[src/core/tade_defines.svh]
// Constants for the trinary address/data encoder
`ifndef TADE_DEFINES_SVH
`define TADE_DEFINES_SVH
`define TADE_ADDR_N       10
`define TADE_DATA_N       8
`define TADE_SYM_N        18
`define TADE_WORDS        3
`define TADE_CLK_HZ       25000000
`define TADE_ENC_HZ       70000
// Cycles per symbol quarter: clock / (encoder osc), rounded down
`define TADE_QTR_CYC      (`TADE_CLK_HZ / `TADE_ENC_HZ)
// Pilot (low) period between words, in symbol quarters
`define TADE_PILOT_QTR    16
`define TADE_SYNC_QTR     2
// Response lag limit, ms
`define TADE_LAG_MS       150
`endif

[src/core/tade_pkg.sv]
// Types for the trinary address/data encoder
`default_nettype none
package tade_pkg;
  typedef enum logic [1:0] {TADE_SYM_LOW, TADE_SYM_HIGH, TADE_SYM_FLOAT} tade_sym_t;
  typedef enum logic [1:0] {TADE_IDLE, TADE_PILOT, TADE_SYNC, TADE_SYMS} tade_state_t;
endpackage
`default_nettype wire

[src/core/tade_sym_shape.sv]
// Pulse shaper: maps a tri-state symbol and quarter index to a line level
`default_nettype none
module tade_sym_shape
  import tade_pkg::*;
(
  input  wire logic            clk,
  input  wire logic            rst,
  input  wire tade_pkg::tade_sym_t sym,
  input  wire logic [2:0]      qtr,
  input  wire logic            active,
  output logic                 level
);
  // Symbol made of two bits, each bit four quarters: 0 = 1000, 1 = 1110
  // Low = 00, high = 11, float = 01
  logic bit_val;
  logic [1:0] q;
  always_comb
  begin
    q = qtr[1:0];
    case (sym)
      TADE_SYM_HIGH:  bit_val = 1'b1;
      TADE_SYM_FLOAT: bit_val = qtr[2];
      default:        bit_val = 1'b0;
    endcase
  end
  // Registered line level
  always_ff @(posedge clk)
  begin
    if (rst)
      level <= 1'b0;
    else if (!active)
      level <= 1'b0;
    else
      level <= (q == 2'd0) | (bit_val & (q != 2'd3));
  end
endmodule
`default_nettype wire

[src/core/tade_encoder.sv]
// Trinary address/data encoder: sends captured word three times per cycle
// Functional notes
// - Send enable rising starts encoder and captures all address/data states.
// - A cycle is one captured packet sent three times back to back.
// - Enable still high at cycle end starts a new cycle at once.
// - Enable low lets the current cycle finish, then output stops.
// - Ten address then eight data positions, lowest first.
// - High, low and floating inputs each get a distinct symbol.
// - Serial stream drives the transmitter modulation output.
// - Inputs re-sampled at each cycle start; lag stays under 150 ms.
`include "tade_defines.svh"
`default_nettype none
module tade_encoder
  import tade_pkg::*;
(
  input  wire logic        clk,
  input  wire logic        rst,
  input  wire logic        send_enable,
  input  wire logic [9:0]  code_select_lines,
  input  wire logic [9:0]  code_select_lines_drv,
  input  wire logic [7:0]  payload_inputs,
  input  wire logic [7:0]  payload_inputs_drv,
  output logic             modulation_out,
  output logic             busy
);
  import tade_pkg::*;

  localparam int QTR_CYC = `TADE_QTR_CYC;
  localparam int LAG_CYC = `TADE_LAG_MS * (`TADE_CLK_HZ / 1000);

  tade_state_t state;
  tade_sym_t   word [`TADE_SYM_N];
  logic [8:0]  qcnt;          // Clock count inside one quarter
  logic        qtick;
  logic [4:0]  qidx;          // Quarter count inside pilot/sync
  logic [2:0]  sq;            // Quarter index inside a symbol
  logic [4:0]  sidx;          // Symbol index
  logic [1:0]  wcnt;          // Word count in cycle
  logic        run;
  logic        level;

  assign qtick = (qcnt == 9'(QTR_CYC - 1));
  assign run = (state != TADE_IDLE);

  // Quarter timebase from the encoder oscillator rate
  always_ff @(posedge clk)
  begin
    if (rst || !run)
      qcnt <= 9'h000;
    else if (qtick)
      qcnt <= 9'h000;
    else
      qcnt <= qcnt + 9'h001;
  end

  genvar g;
  generate
    for (g = 0; g < `TADE_SYM_N; g++)
    begin : g_cap
      logic drv;
      logic val;
      // Address positions first, then data positions
      if (g < `TADE_ADDR_N)
      begin : g_adr
        assign drv = code_select_lines_drv[g];
        assign val = code_select_lines[g];
      end
      else
      begin : g_dat
        assign drv = payload_inputs_drv[g - `TADE_ADDR_N];
        assign val = payload_inputs[g - `TADE_ADDR_N];
      end
      always_ff @(posedge clk)
      begin
        if (rst)
          word[g] <= TADE_SYM_LOW;
        else if ((state == TADE_IDLE && send_enable)
                 || (state == TADE_SYMS && qtick && sq == 3'd7
                     && sidx == 5'(`TADE_SYM_N - 1) && wcnt == 2'd2 && send_enable))
          word[g] <= !drv ? TADE_SYM_FLOAT : (val ? TADE_SYM_HIGH : TADE_SYM_LOW);
      end
    end
  endgenerate

  // Sequencer: pilot, sync, eighteen symbols, three words per cycle
  always_ff @(posedge clk)
  begin
    if (rst)
    begin
      state <= TADE_IDLE;
      qidx  <= 5'h00;
      sq    <= 3'h0;
      sidx  <= 5'h00;
      wcnt  <= 2'h0;
    end
    else
    begin
      case (state)
        TADE_IDLE:
          if (send_enable)
          begin
            state <= TADE_PILOT;
            qidx  <= 5'h00;
            wcnt  <= 2'h0;
          end
        TADE_PILOT:
          if (qtick)
          begin
            if (qidx == 5'(`TADE_PILOT_QTR - 1))
            begin
              qidx  <= 5'h00;
              state <= TADE_SYNC;
            end
            else
              qidx <= qidx + 5'h01;
          end
        TADE_SYNC:
          if (qtick)
          begin
            if (qidx == 5'(`TADE_SYNC_QTR - 1))
            begin
              qidx  <= 5'h00;
              sq    <= 3'h0;
              sidx  <= 5'h00;
              state <= TADE_SYMS;
            end
            else
              qidx <= qidx + 5'h01;
          end
        TADE_SYMS:
          if (qtick)
          begin
            sq <= sq + 3'h1;
            if (sq == 3'd7)
            begin
              // lowest position first, address then data
              if (sidx == 5'(`TADE_SYM_N - 1))
              begin
                sidx <= 5'h00;
                if (wcnt == 2'(`TADE_WORDS - 1))
                begin
                  wcnt <= 2'h0;
                  state <= send_enable ? TADE_PILOT : TADE_IDLE;
                end
                else
                begin
                  wcnt  <= wcnt + 2'h1;
                  state <= TADE_PILOT;
                end
              end
              else
                sidx <= sidx + 5'h01;
            end
          end
        default:
          state <= TADE_IDLE;
      endcase
    end
  end

  tade_sym_shape u_shape (
    .clk    (clk),
    .rst    (rst),
    .sym    (word[sidx]),
    .qtr    (sq),
    .active (state == TADE_SYMS),
    .level  (level)
  );

  always_ff @(posedge clk)
  begin
    if (rst)
      modulation_out <= 1'b0;
    else
      modulation_out <= (state == TADE_SYNC) ? (qidx == 5'h00) : level;
  end

  // Busy flag
  always_ff @(posedge clk)
  begin
    if (rst)
      busy <= 1'b0;
    else
      busy <= run;
  end
endmodule
`default_nettype wire

[config.mk]
export PLATFORM = sky130hd
export DESIGN_NAME = tade_encoder
export DESIGN_NICKNAME = d
export VERILOG_FILES = /design/src/core/tade_pkg.sv /design/src/core/tade_sym_shape.sv /design/src/core/tade_encoder.sv
export VERILOG_INCLUDE_DIRS = /design/src /design/src/core
export SDC_FILE = /design/constraint.sdc
export NUM_CORES = 1
export LEC_CHECK = 0
export BUFFER_PORTS_ARGS = -buffer_cell sky130_fd_sc_hd__buf_4
export CORE_ASPECT_RATIO = 1.2
export CORE_UTILIZATION = 54
export DETAILED_ROUTE_END_ITERATION = 8
export GPL_ROUTABILITY_DRIVEN = 0
export GPL_TIMING_DRIVEN = 0
export PLACE_DENSITY = 0.76
export SYNTH_ARGS = -nofsm -noshare
export SYNTH_HDL_FRONTEND = slang
export SYNTH_SLANG_ARGS = --single-unit
[constraint.sdc]
create_clock -name clk -period 2.8 [get_ports clk]
set_input_delay 0 -clock clk [delete_from_list [all_inputs] [get_ports clk]]
set_output_delay 0 -clock clk [all_outputs]
set_load 0.02 [all_outputs]
Word-level counts from Yosys, hierarchy flattened:

Memories as Yosys holds them, arrays and structs flattened. A register that Yosys moved wholly into a read port is not among the register bits.
Cells that the tools add are included.

* logic and storage cells: 175
* memories: 1
* flip-flop bits (word level): 29
* bits in writable memories: 36

* muxes and demuxes: 96
* eq/ne operators: 20
* reduce and logical (&&, ||, !) cells: 23
* bitwise gates (word level): 21
* add/subtract/negate cells: 5

Memories
* word: depth 18, bits a word 2, rd ports 1, clocked after memory_dff 1, write ports 18, RTL line tade_encoder.sv:32 `` tade_sym_t word [`TADE_SYM_N]; ``

Operator list (count)
* $mux W2: 49
* $mux W5: 12
* $mux W1: 26
* $or A1 B1 Y1: 19
* $ne A2 B2 Y1 const B: 9
* $pmux W5 S3: 1
* $add A5 B1 Y5 const B: 2
* $pmux W5 S2: 1
* $reduce_and A5 Y1: 2
* $add A9 B1 Y9 const B: 1
* $eq A9 B9 Y1 const B: 1
* $mux W3: 3
* $eq A2 B2 Y1 const B: 4
* $pmux W2 S4: 1
* $reduce_and A4 Y1: 2
* $reduce_and A8 Y1: 1
* $logic_and A1 B1 Y1: 6
* $pmux W3 S2: 1
* $reduce_bool A2 Y1: 3
* $eq A5 B1 Y1 const B: 1
* $eq A5 B4 Y1 const B: 1
* $eq A5 B5 Y1 const B: 1
* $logic_not A5 Y1: 1
* $eq A2 B1 Y1 const B: 2
* other kinds (12): 15

Logic depth before layout (Yosys ltp):

* depth in word-level cells: 11
* depth in mapped cells: 11
* depth with buffers taken out: 10

By module:

From an unflattened synthesis, not the netlist that was laid out.

* cells, all modules: 302
* area total of the unflattened synthesis: 3321.9 um^2

Modules (own cells, without submodules)
* tade_encoder: area each 3223.1 um^2, times used 1, sequential area each 1741.7 um^2, cells an instance 289
* tade_sym_shape: area each 98.8 um^2, times used 1, sequential area each 20.0 um^2, cells an instance 13

Least setup slack after synthesis:

OpenSTA, ideal clock, no wires.

* path type: reg-to-reg
* start: register qcnt[0]
* end: memory word[0][0] (netlist bit), enable pin
* path slack: 585 ps
* stages on the path, launching flop included: 7
* arrival: 1823 ps
* path buffers: 0
* required time: 2408 ps
* clock period less this slack: 2215 ps
* library setup time: 392 ps
* cells stage by stage: dfxtp_1 inv_1 ha_1 and4_1 nand4_1 o21bai_2 a21o_1

RTL lines
* start, declared: RTL line tade_encoder.sv:33 `logic [8:0] qcnt;`
* start signal, assigned: RTL line tade_encoder.sv:53 `qcnt <= qcnt + 9'h001;`
* end, declared: RTL line tade_encoder.sv:32

==> results by stage <==
Outcome:
- The flow ran to the end, and the final reports show no timing, DRC or antenna violations.

Min path:
- The class of the tightest hold or removal check is input pin to flip-flop.

Layout:
- In the final layout, the share of cells above drive strength 1 is 0.195.
- The number of fillers in the final layout is 416.
- The final design instance area without fill is 0.00440 sq mm.
- The total area of multi-input combinational cells is 0.00152 sq mm.
- In the final layout, flip-flops and latches occupy 0.00176 sq mm.
- The area growth from synthesis to layout is 29.9%.
- The number of antenna diodes in the final layout is 0.
- The library cells used most frequently in the layout, excluding fill and tap cells, are 42 x nor2_1, 40 x buf_4, 37 x dlygate4sd3_1.
- For this run, the post-layout net count is 448.
- The most common library cell in the layout ignoring fill and taps is nor2_1.

Setup path:
- The worst setup path is captured at a flip-flop.
- Along the worst path, the maximum fanout reaches 10.
- The critical path in this run is classified as flip-flop to flip-flop.
- Walking the worst path, the cells encountered are buf_2 -> mux4_2 -> mux2i_1 -> nand2_1 -> nand3_1 -> inv_1 -> ha_1 -> nor3_1 -> nor2_1 -> nor3_1.
- STA classifies the critical path startpoint as a flip-flop.
- The highest cell delay on the worst timing path is 0.56 ns.
- At the worst endpoint, the arrival time is 2.62 ns.
- By instance count, the cell type seen most on the critical path is nor3_1.
- The slowest stage of the critical path belongs to the cell mux4_2.
- For the worst setup path, the data required time is slightly above 3 ns.

Timing:
- The final hold violation count came to 0.
- The number of pins exceeding their max-slew limit in the final report is 0.
- The headroom to the max-slew limit is 0.462.
- The total setup violations reported at the end of the flow is 0.
- Setup repair after global routing left no endpoint under its margin.
- The worst hold margin is 0.319 ns.
- At the pin with the least slew margin, the transition time is 0.806 ns.
- The total negative slack is 0 ns.
- The time the worst path needs with I/O delays and setup is 2.35 ns.
- The maximum clock skew at final layout is 0.0138 ns.
- Of the available clock period, the critical path in the final layout requires 0.841.
- The achievable clock frequency is 425 MHz.

CTS:
- The root cell of the clock tree is clkbuf_8.
- TritonCTS built the clock tree.
- The later pin in the worst-skew pair is clocked with a latency of 0.35 ns.
- The clock passes through at most 2 buffers.
- In this run, post-CTS repair resized a total of 0 instances.
- Clock-pin slew was measured on the worst setup and hold paths at 0.09 ns.
- The number of clock sinks is 70.
- The maximum level of the CTS H-tree is 3.
- Counting the buffers created by CTS gives 9.

Global routing:
- Entering global routing, the biggest net connects 37 pins.
- In the global route stage, overall resource usage came out at 0.253.
- Global routing finished with a remaining overflow of 0.
- The first global-routing pass estimated 12.1 mm of wire.
- The number of global-route vias before repair came to ~2700.
- The number of antenna violations at the first check in global routing is 0.

Yosys:
- The warning count from the yosys run is 0.
- The number of flops mapped to enable cells by yosys is 36.
- The mean instance size in the synthesized netlist is 11.2 sq um.
- The share of flip-flops with an asynchronous set or reset is 0.
- In this run, synthesis produced a sequential element count of 70.
- The post-synth design cell area is between 0.003 and 0.004 sq mm.
- For this run, the leading register cell type out of synthesis is edfxtp_1.
- Yosys mapped the design onto 42 distinct sky130hd cell types.
- The number of nets handed over by synthesis was 360.
- The sequential share of the synthesized area is 0.520.
- The count of mapped cells out of synthesis is 302.

Floorplanning:
- The count of pins on the block boundary is 41.
- From bottom edge to top edge, the die measures 88.8 microns.
- The floorplan die area is about 0.0066 sq mm.
- The die width is 74.3 microns.
- The core box area is between 0.006 and 0.007 sq mm.
- Row generation in the floorplan step produced 31 rows.
- The initial core utilization is 0.560.

Place:
- The placed wire-length estimate is 4.62 mm.
- The placed instances occupy a cell area of 0.00379 sq mm.
- Input and output buffers added on the ports amount to 40.

Pwr:
- Cell internal power was estimated by the tool at 2.17 mW.
- The part of the power in combinational logic is 0.236.
- The analysis attributes to cell leakage a power of 1.78 nW.
- Dividing total power by cell area gives a power density of between 600 and 700 mW/mm^2.
- The share of total power dissipated in sequential elements is 0.436.
- The clock network fraction of total power is 0.328.
- In this run the power spent charging and discharging nets is 0.830 mW.
- The switching portion of total power is 0.277.
- The worst IR drop on VDD is 0.000438 V.

Route:
- In the routed layout, each cell is associated on average with a via count of approximately 5.5.
- The number of design rule violations left after detail routing is 0.
- The number of iterations in the first detailed-routing pass is 4.
- After detailed routing, the total wire length is 7.40 mm.
- The number of nets with antenna violations after detailed routing is 0.
- Dividing the detail-routed wire length by the instance count gives roughly 16 microns.
- The overall via count from detail_route is 2646.
- The detailed router's first-iteration violation count is 158.

Flow run:
- Across the run, the number of max-cap violations was 0.
cell usage after synthesis, types with 2 or more instances:
cell | count | share of area
nor2_1 | 42 | 0.047
edfxtp_1 | 36 | 0.32
dfxtp_1 | 34 | 0.20
and3_1 | 21 | 0.039
ha_1 | 19 | 0.070
nand3_1 | 19 | 0.028
inv_1 | 18 | 0.020
nand2_1 | 14 | 0.016
a21oi_1 | 13 | 0.019
mux2i_1 | 10 | 0.030
mux4_2 | 8 | 0.053
nor3_1 | 8 | 0.012
nand2b_1 | 7 | 0.013
xor2_1 | 5 | 0.013
clkbuf_1 | 4 | 0.0044
nor2b_1 | 4 | 0.0074
a31oi_1 | 3 | 0.0055
buf_2 | 3 | 0.0044
nand3b_1 | 3 | 0.0066
nor4b_4 | 3 | 0.021
o21ai_0 | 3 | 0.0044
or3_1 | 3 | 0.0055
a21o_1 | 2 | 0.0044
o31ai_1 | 2 | 0.0044
path summary, 6_finish.rpt:
| path | from | endpoint | slack [ns] | cells past startpoint |
|---|---|---|---|---|
| setup reg to reg | flip-flop | u_shape.level | 0.45 | 10 |
| hold / removal | send_enable | word[9][0] | 0.32 | 4 |
| setup / recovery | flip-flop | u_shape.level | 0.45 | 10 |
| hold reg to reg | u_shape.level | modulation_out | 0.46 | 2 |
per-stage QoR:
step | setup slack (ns) | cells | power [mW] | util
final | 0.446 | 477 | 3.00 | 0.727
after floorplan | 0.585 | 302 | 1.79 | -
after global placement | 0.202 | 424 | 1.96 | 0.627
after CTS | 0.128 | 477 | 3.00 | 0.727
after detailed placement | 0.154 | 424 | 1.98 | 0.627
after global routing | 0.269 | 477 | 3.13 | 0.727
flip-flops by register name, indices dropped and copies added, names as in the netlist, named ones only:
| signal | count |
|---|---|
| u_shape.level | 1 |
| word | 36 |
| sidx | 5 |
| wcnt | 2 |
| qidx | 5 |
| qcnt | 9 |
| state | 2 |
| modulation_out | 1 |
| sq | 3 |
| busy | 1 |
per-layer routing:
layer  vias to the layer above  track usage  routed length (microns)
met5                         -            0                        0
met3                        16       0.0786                      335
met4                         0        0.101                      133
met2                        65        0.445                     3980
li1                       1269            -                        -
met1                      1296        0.282                     2960
final cells by class:
class / count / share of cell area
Inverter: 18 / 0.0153
Tap cell: 82 / 0.0233
Sequential cell: 70 / 0.400
Clock buffer: 10 / 0.0290
Buffer: 8 / 0.00938
Timing Repair Buffer: 77 / 0.152
Multi-Input combinational cell: 206 / 0.345
Clock inverter: 6 / 0.0253
logic make-up after synthesis:
group	after synthesis	share of synthesized area
and+or+nand+nor	132	0.220
DFF	70	0.520
AOI/OAI and AO/OA	30	0.0565
buffers and inverters	26	0.0321
muxes	19	0.0860
adders and majority gates	19	0.0702
xor gates and xnor gates	6	0.0155
power by group through the flow:
stage	registers (mW)	logic, mW	clock network (mW)
final	1.31	0.707	0.984
after global routing	1.32	0.772	1.04
after CTS	1.31	0.699	0.989
after detailed placement	1.33	0.654	0
after global placement	1.32	0.633	0
after floorplan	1.32	0.472	0
worst max-delay path, delay by kind of cell, from the launching register on:
kind,cells,cell delay [ns]
flops,1,0.31
fa+ha+maj,1,0.27
buf+inv,2,0.37
mux,2,0.79
simple gates,5,0.55
repair_timing:
item	CTS	global route
hold buffers	37	0
hold endpoints to repair	38	0
setup buffers	0	0
setup endpoints to repair	0	0
Power figures use the tool's default switching activity.
